### src/verilog/drc_params.svh
`ifndef DRC_PARAMS_SVH
`define DRC_PARAMS_SVH

// register byte addresses
`define DRC_CONTROL_ADDR 4'h0
`define DRC_LEVEL_ADDR 4'h4
`define DRC_STATUS_ADDR 4'h8

// control register fields
`define DRC_ON_BIT 7
`define DRC_PIN_BIT 5
`define DRC_SRC_HI 3
`define DRC_SRC_LO 2
`define DRC_CONTROL_MASK 8'hac

// reset values
`define DRC_CONTROL_RST 8'h00
`define DRC_LEVEL_RST 8'h00

// axi response codes
`define DRC_RESP_OKAY 2'h0
`define DRC_RESP_SLVERR 2'h2

`endif

### src/verilog/drc_pkg.sv
package drc_pkg;

  typedef enum logic [1:0] {
    DRC_SRC_SUPPLY,
    DRC_SRC_EXTPIN,
    DRC_SRC_FIXED,
    DRC_SRC_RSVD
  } drc_src_t;

  typedef struct packed {
    logic converter_on;
    logic pin_drive_on;
    drc_src_t positive_source_sel;
  } drc_ctrl_t;

  typedef struct packed {
    logic converter_on;
    logic to_comparator;
    logic to_adc;
    logic to_pin;
    drc_src_t positive_source_sel;
    logic [7:0] level_code;
  } drc_analog_t;

endpackage : drc_pkg

### src/verilog/drc_top.sv
// What this block does
// - converter runs only while control bit 7 is set; otherwise off.
// - the whole level register is an 8-bit code choosing one of 256 levels.
// - output is ground plus reference span times code over 256 when enabled.
// - bits 3:2 choose supply, external pin or fixed reference; 11 is reserved.
// - bit 5 places the level on the output pin; clear disconnects the pin.
// - pin output enables override the digital driver and input detector.
// - reads of the pin while it carries the level return zero.
// - level is routed to the comparator input, an ADC channel and the pin.
// - wake from sleep leaves the control register unchanged.
// - reset disables converter, frees pin, clears code; all bits reset zero.
// - unimplemented control bits ignore writes and read as zero.
`timescale 1ns/1ps
`include "drc_params.svh"

module drc_top
  import drc_pkg::*;
(
  // clock and reset
  input wire logic aclk,
  input wire logic aresetn,
  // axi4-lite write address
  input wire logic [3:0] s_axi_awaddr,
  input wire logic s_axi_awvalid,
  output logic s_axi_awready,
  // axi4-lite write data
  input wire logic [31:0] s_axi_wdata,
  input wire logic [3:0] s_axi_wstrb,
  input wire logic s_axi_wvalid,
  output logic s_axi_wready,
  // axi4-lite write response
  output logic [1:0] s_axi_bresp,
  output logic s_axi_bvalid,
  input wire logic s_axi_bready,
  // axi4-lite read address
  input wire logic [3:0] s_axi_araddr,
  input wire logic s_axi_arvalid,
  output logic s_axi_arready,
  // axi4-lite read data
  output logic [31:0] s_axi_rdata,
  output logic [1:0] s_axi_rresp,
  output logic s_axi_rvalid,
  input wire logic s_axi_rready,
  // reference output pin, digital side
  input wire logic pin_in,
  input wire logic pin_dig_out,
  input wire logic pin_dig_oe,
  output logic pin_out,
  output logic pin_oe,
  output logic pin_in_en,
  output logic pin_read,
  // analog controls
  output drc_analog_t analog
);

  // ----------------------------------------------------------------
  // helpers
  // ----------------------------------------------------------------
  function automatic logic [7:0] merge_byte(input logic [7:0] old_v,
                                            input logic [31:0] wd,
                                            input logic [3:0] strb);
    merge_byte = strb[0] ? wd[7:0] : old_v;
  endfunction : merge_byte

  function automatic logic [7:0] ctrl_to_byte(input drc_ctrl_t c);
    logic [7:0] b;
    b = 8'h00;
    b[`DRC_ON_BIT] = c.converter_on;
    b[`DRC_PIN_BIT] = c.pin_drive_on;
    b[`DRC_SRC_HI:`DRC_SRC_LO] = c.positive_source_sel;
    ctrl_to_byte = b;
  endfunction : ctrl_to_byte

  // ----------------------------------------------------------------
  // pin input synchroniser
  // ----------------------------------------------------------------
  logic pin_meta_ff;
  logic pin_sync_ff;

  always_ff @(posedge aclk) begin
    if (!aresetn) begin
      pin_meta_ff <= 1'b0;
      pin_sync_ff <= 1'b0;
    end else begin
      pin_meta_ff <= pin_in;
      pin_sync_ff <= pin_meta_ff;
    end
  end

  // ----------------------------------------------------------------
  // write channel
  // ----------------------------------------------------------------
  logic aw_held_ff;
  logic w_held_ff;
  logic [3:0] awaddr_ff;
  logic [31:0] wdata_ff;
  logic [3:0] wstrb_ff;
  logic bvalid_ff;
  logic [1:0] bresp_ff;
  logic do_write;

  assign do_write = aw_held_ff && w_held_ff && !bvalid_ff;

  always_ff @(posedge aclk) begin
    if (!aresetn) begin
      aw_held_ff <= 1'b0;
      awaddr_ff <= 4'h0;
    end else if (s_axi_awvalid && s_axi_awready) begin
      aw_held_ff <= 1'b1;
      awaddr_ff <= s_axi_awaddr;
    end else if (do_write) begin
      aw_held_ff <= 1'b0;
    end
  end

  always_ff @(posedge aclk) begin
    if (!aresetn) begin
      w_held_ff <= 1'b0;
      wdata_ff <= 32'h0000_0000;
      wstrb_ff <= 4'h0;
    end else if (s_axi_wvalid && s_axi_wready) begin
      w_held_ff <= 1'b1;
      wdata_ff <= s_axi_wdata;
      wstrb_ff <= s_axi_wstrb;
    end else if (do_write) begin
      w_held_ff <= 1'b0;
    end
  end

  always_ff @(posedge aclk) begin
    if (!aresetn) begin
      s_axi_awready <= 1'b0;
      s_axi_wready <= 1'b0;
    end else begin
      s_axi_awready <= !aw_held_ff && !(s_axi_awvalid && s_axi_awready);
      s_axi_wready <= !w_held_ff && !(s_axi_wvalid && s_axi_wready);
    end
  end

  always_ff @(posedge aclk) begin
    if (!aresetn) begin
      bvalid_ff <= 1'b0;
      bresp_ff <= `DRC_RESP_OKAY;
    end else if (do_write) begin
      bvalid_ff <= 1'b1;
      bresp_ff <= (awaddr_ff == `DRC_CONTROL_ADDR || awaddr_ff == `DRC_LEVEL_ADDR ||
                   awaddr_ff == `DRC_STATUS_ADDR) ? `DRC_RESP_OKAY : `DRC_RESP_SLVERR;
    end else if (bvalid_ff && s_axi_bready) begin
      bvalid_ff <= 1'b0;
    end
  end

  assign s_axi_bvalid = bvalid_ff;
  assign s_axi_bresp = bresp_ff;

  // ----------------------------------------------------------------
  // control registers
  // ----------------------------------------------------------------
  drc_ctrl_t ctrl_ff;
  logic [7:0] level_ff;
  logic [7:0] nxt_ctrl_byte;

  assign nxt_ctrl_byte = merge_byte(ctrl_to_byte(ctrl_ff), wdata_ff, wstrb_ff);

  // no sleep input: wake cannot disturb the stored control state
  always_ff @(posedge aclk) begin
    if (!aresetn) begin
      ctrl_ff <= drc_ctrl_t'(4'h0);
    end else if (do_write && awaddr_ff == `DRC_CONTROL_ADDR) begin
      ctrl_ff.converter_on <= nxt_ctrl_byte[`DRC_ON_BIT];
      ctrl_ff.pin_drive_on <= nxt_ctrl_byte[`DRC_PIN_BIT];
      ctrl_ff.positive_source_sel <= drc_src_t'(nxt_ctrl_byte[`DRC_SRC_HI:`DRC_SRC_LO]);
    end
  end

  always_ff @(posedge aclk) begin
    if (!aresetn) begin
      level_ff <= `DRC_LEVEL_RST;
    end else if (do_write && awaddr_ff == `DRC_LEVEL_ADDR) begin
      level_ff <= merge_byte(level_ff, wdata_ff, wstrb_ff);
    end
  end

  // ----------------------------------------------------------------
  // read channel
  // ----------------------------------------------------------------
  logic [7:0] status_byte;

  // pin level reads as zero while the pin carries the level
  assign status_byte = {5'h00, pin_sync_ff && !ctrl_ff.pin_drive_on,
                        ctrl_ff.positive_source_sel == DRC_SRC_RSVD,
                        ctrl_ff.converter_on && ctrl_ff.pin_drive_on};

  always_ff @(posedge aclk) begin
    if (!aresetn) begin
      s_axi_arready <= 1'b0;
    end else begin
      s_axi_arready <= !s_axi_rvalid && !(s_axi_arvalid && s_axi_arready);
    end
  end

  always_ff @(posedge aclk) begin
    if (!aresetn) begin
      s_axi_rvalid <= 1'b0;
      s_axi_rdata <= 32'h0000_0000;
      s_axi_rresp <= `DRC_RESP_OKAY;
    end else if (s_axi_arvalid && s_axi_arready) begin
      s_axi_rvalid <= 1'b1;
      s_axi_rresp <= `DRC_RESP_OKAY;
      unique case (s_axi_araddr)
        `DRC_CONTROL_ADDR: s_axi_rdata <= {24'h0, ctrl_to_byte(ctrl_ff)};
        `DRC_LEVEL_ADDR: s_axi_rdata <= {24'h0, level_ff};
        `DRC_STATUS_ADDR: s_axi_rdata <= {24'h0, status_byte};
        default: begin
          s_axi_rdata <= 32'h0000_0000;
          s_axi_rresp <= `DRC_RESP_SLVERR;
        end
      endcase
    end else if (s_axi_rvalid && s_axi_rready) begin
      s_axi_rvalid <= 1'b0;
    end
  end

  // ----------------------------------------------------------------
  // pin and analog steering
  // ----------------------------------------------------------------
  always_ff @(posedge aclk) begin
    if (!aresetn) begin
      pin_out <= 1'b0;
      pin_oe <= 1'b0;
      pin_in_en <= 1'b1;
      pin_read <= 1'b0;
    end else begin
      pin_out <= ctrl_ff.pin_drive_on ? 1'b0 : pin_dig_out;
      pin_oe <= ctrl_ff.pin_drive_on ? 1'b0 : pin_dig_oe;
      pin_in_en <= !ctrl_ff.pin_drive_on;
      pin_read <= ctrl_ff.pin_drive_on ? 1'b0 : pin_sync_ff;
    end
  end

  always_ff @(posedge aclk) begin
    if (!aresetn) begin
      analog <= '0;
    end else begin
      analog.converter_on <= ctrl_ff.converter_on;
      analog.to_comparator <= ctrl_ff.converter_on;
      analog.to_adc <= ctrl_ff.converter_on;
      analog.to_pin <= ctrl_ff.converter_on && ctrl_ff.pin_drive_on;
      analog.positive_source_sel <= ctrl_ff.positive_source_sel;
      analog.level_code <= ctrl_ff.converter_on ? level_ff : 8'h00;
    end
  end

  // ----------------------------------------------------------------
  // checks
  // ----------------------------------------------------------------
  converter_follows_a: assert property (@(posedge aclk) disable iff (!aresetn)
    analog.converter_on == $past(ctrl_ff.converter_on))
    else $error("converter enable does not follow control bit");
  level_applied_a: assert property (@(posedge aclk) disable iff (!aresetn)
    ##1 analog.converter_on |-> analog.level_code == $past(level_ff))
    else $error("level code not applied");
  level_off_a: assert property (@(posedge aclk) disable iff (!aresetn)
    !analog.converter_on |-> analog.level_code == 8'h00)
    else $error("level present while converter off");
  source_sel_a: assert property (@(posedge aclk) disable iff (!aresetn)
    ##1 analog.positive_source_sel == $past(ctrl_ff.positive_source_sel))
    else $error("source select mismatch");
  pin_route_a: assert property (@(posedge aclk) disable iff (!aresetn)
    analog.to_pin |-> $past(ctrl_ff.pin_drive_on))
    else $error("pin driven without enable");
  pin_override_a: assert property (@(posedge aclk) disable iff (!aresetn)
    $past(ctrl_ff.pin_drive_on) |-> !pin_oe && !pin_in_en)
    else $error("digital pin not overridden");
  pin_read_zero_a: assert property (@(posedge aclk) disable iff (!aresetn)
    $past(ctrl_ff.pin_drive_on) |-> pin_read == 1'b0)
    else $error("pin read nonzero while analog");
  reset_clear_a: assert property (@(posedge aclk)
    !aresetn |=> ctrl_ff == drc_ctrl_t'(4'h0) && level_ff == 8'h00)
    else $error("reset did not clear control");
  write_next_a: assert property (@(posedge aclk) disable iff (!aresetn)
    do_write && awaddr_ff == `DRC_LEVEL_ADDR && wstrb_ff[0] |=> level_ff == $past(wdata_ff[7:0]))
    else $error("level write not taken next edge");

endmodule : drc_top
### config.mk
export PLATFORM = sky130hd
export DESIGN_NAME = drc_top
export DESIGN_NICKNAME = d
export VERILOG_FILES = /design/src/verilog/drc_pkg.sv /design/src/verilog/drc_top.sv
export VERILOG_INCLUDE_DIRS = /design/src /design/src/verilog
export SDC_FILE = /design/constraint.sdc
export NUM_CORES = 1
export LEC_CHECK = 0
export CAP_MARGIN = 20
export CORE_MARGIN = 4
export CORE_UTILIZATION = 36
export CTS_CLUSTER_SIZE = 8
export DETAILED_ROUTE_END_ITERATION = 16
export DONT_BUFFER_PORTS = 1
export PLACE_DENSITY = 0.54
export SETUP_SLACK_MARGIN = 0.3
export SYNTH_ARGS = -nofsm -noshare
export SYNTH_HDL_FRONTEND = slang
export SYNTH_SLANG_ARGS = --single-unit
### constraint.sdc
create_clock -name aclk -period 1.55 [get_ports aclk]
set_clock_uncertainty 0.05 [all_clocks]
set_input_delay 0.155 -clock aclk [delete_from_list [all_inputs] [get_ports aclk]]
set_output_delay 0.155 -clock aclk [all_outputs]
set_load 0.02 [all_outputs]
==> metrics.txt, run 1 <==
Post-Synthesis Cells 251; Hold Crit Start s_axi_arvalid; Mapped Avg Cell Area 9.43 sq um; stage delay of the slowest cell on the critical path 0.56 ns; fraction of layout cells with a size suffix above 1 0.127; cell accounting for the most synthesized area sky130_fd_sc_hd__dfxtp_1; CTS root buf sky130_fd_sc_hd__clkbuf_8; Post-Route Utilization 0.469; initial cell density of the core 0.373; area overhead of the layout relative to synthesis 25.8%; vertical die dimension 89.1 um; synthesized area 2370 sq um; status completed; number of design rule violations left after detail routing 0; final worst-path cycle share 0.969; Pwr Density 1090 nW/um^2; std cell rows 29; cell depth of the worst min-delay path 3; Detail Route Antenna Nets 0; required time worst endpoint 1.76 ns; highest clock rate 666 MHz; top library cells by usage in the layout, fill and taps aside 58 x sky130_fd_sc_hd__dfxtp_1, 50 x sky130_fd_sc_hd__nand2_1, 32 x sky130_fd_sc_hd__dlygate4sd3_1; area share of the largest cell type after synthesis 0.507; global placement routability congestion 0.713; maximum number of pins on one net before global-route repair 54; Inserted Diodes 0; number of violations of the max-capacitance limit 0; worst-case vdd ir drop 0.681 mV; top area cells in the synthesized netlist sky130_fd_sc_hd__dfxtp_1 51%, sky130_fd_sc_hd__buf_4 8.9%, sky130_fd_sc_hd__nand2_1 8.1%, sky130_fd_sc_hd__mux2i_1 6.8%, sky130_fd_sc_hd__a21boi_0 6.7%; cell type of the slowest stage on the worst timing path sky130_fd_sc_hd__or4b_4; final max-slew violation count 0; fin crit period 1.50 ns; sequential cell area fraction in the yosys report 0.507; register bit count reported by yosys 60; cell leakage power 1.19 nW; total clock buffers created by CTS 9; Critical Path, Cell by Cell or4b_4, nor3_4, buf_12, mux2i_1; router iterations before antenna repair 4; core region area 6350 sq um; vias in the first global route 1635; Horiz. Die Dim 89.1 um; total wirelength of the detailed-routed design 5.14 mm; total vias in the final route 1739; Detailed Route Iter0 Violations 58; number of different library cells in the post-synthesis netlist 29; htree depth 3; HPWL after detailed placement 3.26 mm; worst reg2reg startpoint awaddr_ff[0]; unrepaired setup endpoints after global routing yes; Warnings, synthesis 0; global-route wire length before repair 8.09 mm; type of the worst setup path reg2reg; final net count 349; clk buf depth 2; average vias per placed instance 4.61; floorplan die area 7940 sq um; data arrival time of the critical path 1.71 ns; final total power 3.25 mW; average routed wire per standard cell 13.6 um; clock-pin slew reported for the worst setup and hold paths after clock tree synthesis 0.07 ns; start point of the critical path awaddr_ff[0]; ports placed on the boundary 113; clock net sink count 60; kind of start point of the critical path flip-flop; top fanout value on the critical path 8; most common cell after layout, fill and taps aside sky130_fd_sc_hd__dfxtp_1; overall overflow remaining after global route 0; Final Hold Vio Count 0; r2r worst-path depth 4; clock latency of the later-clocked register in the worst-skew pair 0.33 ns; total routing usage reported by global routing 0.136; number of buffer cells added on primary ports 0; crit path capture type flip-flop; path type of the worst min-delay path in2reg; final setup vio count 0; initial antenna violation count 0; TritonCTS clock tree yes
## where the power goes
group          internal (mW)  switching [mW]  total, mW
clock                  0.785           0.601       1.39
sequential              1.58          0.0384       1.62
combinational          0.105           0.143      0.248
## what timing repair did
action                                  in CTS  in global routing
endpoints found under the setup margin      15                 21
hold buffers                                33                  0
setup buffers                                4                  0
gates resized for setup                      4                  8
hold endpoints to repair                    59                  0
## stage by stage
step | hold slack (ns) | area [sq um] | cells | setup TNS (ns) | worst slack [ns]
after floorplan | 0.227 | 2460 | 276 | 0 | 0.0174
after global placement | 0.227 | 2390 | 324 | 0 | 0.0754
after detailed placement | 0.223 | 2390 | 324 | 0 | 0.0557
after CTS | 0.0688 | 2970 | 377 | 0 | 0.0498
after global routing | 0.0104 | 2980 | 377 | -0.0693 | -0.0313
final | 0.00758 | 2980 | 377 | 0 | 0.0475
## sequential cells by signal (all words and copies together) (netlist names), 4 cells and up
register and cells:
awaddr_ff 4, ctrl_ff 4, wdata_ff 8, level_ff 8, s_axi_rdata 8, analog 12
## cell usage after synthesis
master / instances
sky130_fd_sc_hd__a211oi_1: 1
sky130_fd_sc_hd__a2111oi_0: 1
sky130_fd_sc_hd__inv_1: 5
sky130_fd_sc_hd__a21oi_1: 2
sky130_fd_sc_hd__and2_1: 7
sky130_fd_sc_hd__nor3b_1: 1
sky130_fd_sc_hd__conb_1: 1
sky130_fd_sc_hd__and3_1: 10
sky130_fd_sc_hd__nor4b_1: 2
sky130_fd_sc_hd__mux2i_1: 16
sky130_fd_sc_hd__o21ai_0: 5
sky130_fd_sc_hd__or3_1: 4
sky130_fd_sc_hd__nor3_2: 1
sky130_fd_sc_hd__nand3_1: 10
sky130_fd_sc_hd__nor2_1: 1
sky130_fd_sc_hd__nor3_4: 1
sky130_fd_sc_hd__clkbuf_1: 10
sky130_fd_sc_hd__dfxtp_1: 60
sky130_fd_sc_hd__buf_2: 1
sky130_fd_sc_hd__and3b_1: 1
sky130_fd_sc_hd__nand2_1: 51
sky130_fd_sc_hd__nor2b_1: 4
sky130_fd_sc_hd__nand2b_1: 2
sky130_fd_sc_hd__nand3b_1: 1
sky130_fd_sc_hd__a2bb2oi_1: 1
sky130_fd_sc_hd__buf_4: 28
sky130_fd_sc_hd__a21boi_0: 21
sky130_fd_sc_hd__a32oi_1: 2
sky130_fd_sc_hd__or4b_4: 1
## final cells by class
class / count / area [sq um]
Fill cell: 608 / 3370
Sequential cell: 60 / 1200
Multi-Input combinational cell: 172 / 1010
Timing Repair Buffer: 47 / 458
Clock buffer: 12 / 145
Tap cell: 77 / 96.3
Clock inverter: 4 / 48.8
Inverter: 5 / 18.8
## kinds of logic after synthesis
family | count (synthesis) | share of synthesized area
AOI/OAI and AO/OA | 33 | 0.0994
buffers and inverters | 44 | 0.115
DFF | 60 | 0.507
muxes | 16 | 0.0677
other | 1 | 0.00158
and+or+nand+nor | 97 | 0.209
## worst paths after layout
check	slack (ns)	endpoint
worst min register to register	0.41	wdata_ff[3]
worst max-delay path	0.05	level_ff[2]
worst max register to register	0.05	level_ff[2]
worst min-delay path	0.008	s_axi_rdata[3]
## per-layer routing
layer | global-route usage | part of all wire | vias up
met3 | 0.0479 | 0.068 | 11
met4 | 0.0866 | 0.031 | 0
met2 | 0.196 | 0.46 | 63
li1 | - | - | 879
met1 | 0.171 | 0.44 | 786
met5 | 0 | 0 | -
## worst max-delay path: cells and delay by family (launching register included)
kind	cells	cell delay, ns
buffers and inverters	1	0.16
DFF	1	0.33
muxes	1	0.17
and+or+nand+nor	2	0.72
(Power assumes the default switching activity.)
==> run 2, diff against run 1 <==
--- a/config.mk
+++ b/config.mk
@@ -8,11 +8,11 @@
 export LEC_CHECK = 0
 export CAP_MARGIN = 20
 export CORE_MARGIN = 4
-export CORE_UTILIZATION = 36
+export CORE_UTILIZATION = 50
 export CTS_CLUSTER_SIZE = 8
 export DETAILED_ROUTE_END_ITERATION = 16
 export DONT_BUFFER_PORTS = 1
-export PLACE_DENSITY = 0.54
+export PLACE_DENSITY = 0.7
 export SETUP_SLACK_MARGIN = 0.3
 export SYNTH_ARGS = -nofsm -noshare
 export SYNTH_HDL_FRONTEND = slang
==> run 2 against run 1 <==
Via count decreased by 0.69%. Clock-buffer cell count increased by 3. Total power fell by 4.1%. Largest power group unchanged.
==> metrics.txt, run 2 (synthesis gave the netlist of run 1 again) <==
total clock buffers created by CTS 9; Sw Share 0.234; clock latency of the later-clocked register in the worst-skew pair 0.33 ns; ports placed on the boundary 113; Inserted Diodes 0; cell type of the slowest stage on the worst timing path sky130_fd_sc_hd__or4b_4; final worst-path cycle share 0.979; global-route wire length before repair 7.82 mm; portion of total power attributed to combinational logic 0.076; maximum number of pins on one net before global-route repair 54; Fin Setup TNS 0 ns; htree depth 3; worst reg2reg startpoint awaddr_ff[0]; clock-pin slew reported for the worst setup and hold paths after clock tree synthesis 0.06 ns; average vias per placed instance 4.98; average routed wire per standard cell 13.9 um; pre-CTS setup slack 0.0493 ns; part of the power in the clock network 0.405; highest clock rate 659 MHz; final net count 344; post-route worst setup slack 0.0323 ns; Worst R2R Setup Slack 0.03 ns; Critical Path, Cell by Cell or4b_4, nor3_4, buf_12, mux2i_1; required time worst endpoint 1.76 ns; global placement routability congestion 0.791; unrepaired setup endpoints after global routing yes; number of buffers and inverters on the critical path 1; register with the highest flop count analog; overall overflow remaining after global route 0; type of the worst setup path reg2reg; status completed; vias in the first global route 1620; router iterations before antenna repair 4; r2r worst-path depth 4; HPWL after detailed placement 3.06 mm; clock net sink count 60; total routing usage reported by global routing 0.169; final setup vio count 0; Post-Route Utilization 0.643; area overhead of the layout relative to synthesis 21.6%; cell depth of the worst min-delay path 2; fin crit period 1.52 ns; number of design rule violations left after detail routing 0; Detail Route Antenna Nets 0; top fanout value on the critical path 8; total vias in the final route 1727; core region area 4470 sq um; power dissipated by switching net loads 0.730 mW; Pwr Density 1080 nW/um^2; Detailed Route Iter0 Violations 123; total wirelength of the detailed-routed design 4.82 mm; flip-flop count of the largest register, all copies and words added 12; placed cells 299; kind of start point of the critical path flip-flop; Fillers 377; Hold Crit Start s_axi_araddr[2]; vertical die dimension 76.8 um; fraction of layout cells with a size suffix above 1 0.112; path type of the worst min-delay path in2reg; number of violations of the max-capacitance limit 0; stage delay of the slowest cell on the critical path 0.56 ns; portion of total power attributed to sequential cells 0.519; floorplan die area 5900 sq um; final total power 3.12 mW; final max-slew violation count 0; top library cells by usage in the layout, fill and taps aside 57 x sky130_fd_sc_hd__dfxtp_1, 50 x sky130_fd_sc_hd__nand2_1, 30 x sky130_fd_sc_hd__dlygate4sd3_1; dominant delay contributor by cell family on the critical path simple AND/OR/NAND/NOR gates; number of buffer cells added on primary ports 0; clk buf depth 2; cell area after placement 2360 sq um; Internal Dissipation 2.39 mW; initial antenna violation count 0; Fin Hold WS 0.0426 ns; CTS root buf sky130_fd_sc_hd__clkbuf_8; non-filler cells, final 347; endpoint with the worst hold slack s_axi_rresp[1]; reg-to-reg endpoint level_ff[4]; cell leakage power 1.15 nW; std cell rows 24; worst-case vdd ir drop 0.469 mV; Final Hold Vio Count 0; final non-filler cell area 2880 sq um; TritonCTS clock tree yes; data arrival time of the critical path 1.72 ns; Horiz. Die Dim 76.8 um; crit path capture type flip-flop; most common cell after layout, fill and taps aside sky130_fd_sc_hd__dfxtp_1; initial cell density of the core 0.529
## run 2: cell count changes in the layout (fill, tap and decap cells not counted), moves of 2 or more
| cell | change |
|---|---|
| sky130_fd_sc_hd__o21ai_1 | -2 |
| sky130_fd_sc_hd__clkbuf_8 | +2 |
| sky130_fd_sc_hd__o21ai_0 | +2 |
| sky130_fd_sc_hd__buf_4 | -3 |
| sky130_fd_sc_hd__dlygate4sd3_1 | -2 |
## run 2: worst reg2reg max path, delay by kind of cell (launching register included)
kind          cells  cell delay (ns)
flops             1             0.32
buf+inv           1             0.16
simple gates      2             0.73
mux               1             0.18
## run 2: area by class of cell
type	count	area, sq um	area share
clock buffers	15	176	0.0613
multi-input cells	172	992	0.345
flip-flops and latches	60	1200	0.419
inverters	5	18.8	0.00652
clock inverters	1	5.00	0.00174
repair buffers	42	415	0.144
well taps	52	65.1	0.0226
## run 2: worst max path at each step
stage                      start          end  cells after the start
floorplan           awaddr_ff[0]  level_ff[0]                      3
global placement    awaddr_ff[0]  level_ff[6]                      4
detailed placement  awaddr_ff[0]  level_ff[4]                      4
CTS                 awaddr_ff[0]  level_ff[4]                      4
global route        awaddr_ff[0]  level_ff[5]                      4
finish              awaddr_ff[0]  level_ff[4]                      4
## run 2: power by group through the flow
stage	clock, mW	combinational (mW)	sequential [mW]
6_report	1.26	0.237	1.62
2_1_floorplan	0	0.200	1.65
3_3_place_gp	0	0.160	1.65
5_1_grt	1.35	0.258	1.62
3_5_place_dp	0	0.161	1.65
4_1_cts	1.29	0.232	1.62
## run 2: what timing repair did
action,CTS,global route
setup buffers,1,0
hold buffers,31,0
gates resized for setup,1,5
endpoints found under the setup margin,13,23
cloned,0,0
hold endpoints to repair,59,0
## run 2: routing by layer
layer / global-route usage / vias to the layer above / part of all wire
li1: - / 867 / -
met1: 0.206 / 792 / 0.46
met3: 0.0585 / 8 / 0.067
met4: 0.0870 / 0 / 0.022
met2: 0.263 / 60 / 0.45
met5: 0 / - / 0
==> run 3, diff against run 2 <==
==> constraint.sdc (replaced) <==
create_clock -name aclk -period 1.55 [get_ports aclk]
set_clock_uncertainty 0.05 [all_clocks]
set_input_delay 0.31 -clock aclk [delete_from_list [all_inputs] [get_ports aclk]]
set_output_delay 0.31 -clock aclk [all_outputs]
set_load 0.02 [all_outputs]
==> run 3 against run 2 <==
Utilization is 6.3 points lower. Clock power is 6% higher. Critical path depth stayed put. Design area is 9.8% lower. Worst setup slack better by 0.021 ns. Global-route usage is 2.2 points lower. Cell count is 9.8% lower. Maximum frequency is 1.4% higher.
==> metrics.txt, run 3 (synthesis gave the netlist of run 1 again) <==
Sw Share 0.216; fin crit period 1.50 ns; worst reg2reg startpoint awaddr_ff[0]; count of hold buffers inserted by post-cts repair 0; vias in the first global route 1409; Horiz. Die Dim 76.8 um; type of the worst setup path reg2reg; core region area 4470 sq um; top sig layer met4; register with the highest flop count analog; reg-to-reg endpoint level_ff[1]; path type of the worst min-delay path in2reg; area overhead of the layout relative to synthesis 9.67%; most common cell after layout, fill and taps aside sky130_fd_sc_hd__dfxtp_1; total routing usage reported by global routing 0.148; global-route wire length before repair 6.80 mm; Final Hold Vio Count 0; data arrival time of the critical path 1.70 ns; portion of total power attributed to sequential cells 0.519; overall overflow remaining after global route 0; number of design rule violations left after detail routing 0; maximum number of pins on one net before global-route repair 64; clock-pin slew reported for the worst setup and hold paths after clock tree synthesis 0.06 ns; part of the power in the clock network 0.428; fraction of layout cells with a size suffix above 1 0.134; cell type of the slowest stage on the worst timing path sky130_fd_sc_hd__or4b_4; highest clock rate 668 MHz; global placement routability congestion 0.733; final worst-path cycle share 0.966; Met1 Wirelength 1.98 mm; kind of start point of the critical path flip-flop; clock net sink count 60; area of the multi-input gates 1020 sq um; Critical Path, Cell by Cell or4b_4, nor3_4, buf_12, mux2i_1; Worst R2R Setup Slack 0.05 ns; clk buf depth 2; average vias per placed instance 4.98; vertical die dimension 76.8 um; final net count 312; final max-slew violation count 0; Detail Route Antenna Nets 0; floorplan die area 5900 sq um; detailed-routed wire length on met3 315 um; power dissipated by switching net loads 0.674 mW; non-filler cells, final 313; final total power 3.12 mW; number of violations of the max-capacitance limit 0; htree depth 3; total vias in the final route 1559; cell depth of the worst min-delay path 2; total wirelength of the detailed-routed design 4.18 mm; initial cell density of the core 0.529; required time worst endpoint 1.75 ns; sequential cell area in the final layout 1200 sq um; portion of total power attributed to combinational logic 0.054; ports placed on the boundary 113; initial antenna violation count 0; top library cells by usage in the layout, fill and taps aside 57 x sky130_fd_sc_hd__dfxtp_1, 50 x sky130_fd_sc_hd__nand2_1, 26 x sky130_fd_sc_hd__conb_1; top fanout value on the critical path 8; total met2 wirelength after detailed routing 1.79 mm; HPWL after detailed placement 3.03 mm; std cell rows 24; start point of the critical path awaddr_ff[0]; unrepaired setup endpoints after global routing yes; CTS root buf sky130_fd_sc_hd__clkbuf_8; flip-flop count of the largest register, all copies and words added 12; r2r worst-path depth 4; number of buffer cells added on primary ports 0; TritonCTS clock tree yes; Pwr Density 1200 nW/um^2; Internal Dissipation 2.45 mW; cell leakage power 1.04 nW; stage delay of the slowest cell on the critical path 0.57 ns; clock latency of the later-clocked register in the worst-skew pair 0.32 ns; crit path capture type flip-flop; router iterations before antenna repair 4; worst-case vdd ir drop 0.466 mV; average routed wire per standard cell 13.4 um; total clock buffers created by CTS 9; Fillers 411; crit path capture level_ff[1]; status completed; Inserted Diodes 0; Detailed Route Iter0 Violations 68; Fin Hold WS 0.0508 ns; final setup vio count 0; placed cells 297
==> run 3: critical path, delay by kind of cell, from the launching register on <==
family | cells | cell delay [ns]
mux | 1 | 0.17
flops | 1 | 0.32
simple gates | 2 | 0.74
buf+inv | 1 | 0.16
==> run 3: through the flow <==
step / setup TNS [ns] / setup WS (ns) / area [sq um] / util
2_1_floorplan: 0 / 0.0174 / 2480 / -
6_report: 0 / 0.0534 / 2600 / 0.580
4_1_cts: 0 / 0.0647 / 2580 / 0.577
3_5_place_dp: 0 / 0.0659 / 2360 / 0.528
5_1_grt: -0.00836 / -0.00705 / 2600 / 0.580
3_3_place_gp: 0 / 0.0833 / 2360 / 0.528
==> run 3: power by group through the flow <==
| stage | combinational, mW | clock (mW) | sequential [mW] |
|---|---|---|---|
| 4_1_cts | 0.166 | 1.37 | 1.62 |
| 3_5_place_dp | 0.161 | 0 | 1.65 |
| 2_1_floorplan | 0.202 | 0 | 1.65 |
| 6_report | 0.168 | 1.33 | 1.62 |
| 3_3_place_gp | 0.160 | 0 | 1.65 |
| 5_1_grt | 0.185 | 1.45 | 1.62 |
==> run 3: area by class of cell <==
cell class / count / share of cell area
clock inverters: 2 / 0.0135
flip-flops and latches: 60 / 0.464
repair buffers: 10 / 0.0366
clock buffers: 12 / 0.0598
well taps: 52 / 0.0251
multi-input cells: 172 / 0.394
inverters: 5 / 0.00723
==> run 3: worst min-delay path by stage <==
stage / from / endpoint / slack, ns
2_1_floorplan: pin_meta_ff / pin_sync_ff / 0.36
3_3_place_gp: pin_meta_ff / pin_sync_ff / 0.37
3_5_place_dp: aresetn / pin_in_en / 0.36
4_1_cts: aresetn / pin_in_en / 0.03
5_1_grt: aresetn / s_axi_arready / 0.03
6_report: aresetn / s_axi_arready / 0.05
==> run 3: what timing repair did <==
item | 4_1_cts | 5_1_grt
buffers inserted | 2 | 0
setup endpoints to repair | 13 | 17
resized for setup | 4 | 6
==> run 3: per-layer routing <==
layer | vias up | GRT usage
li1 | 798 | -
met1 | 693 | 0.190
met2 | 56 | 0.207
met3 | 12 | 0.0539
met4 | 0 | 0.0942
met5 | - | 0
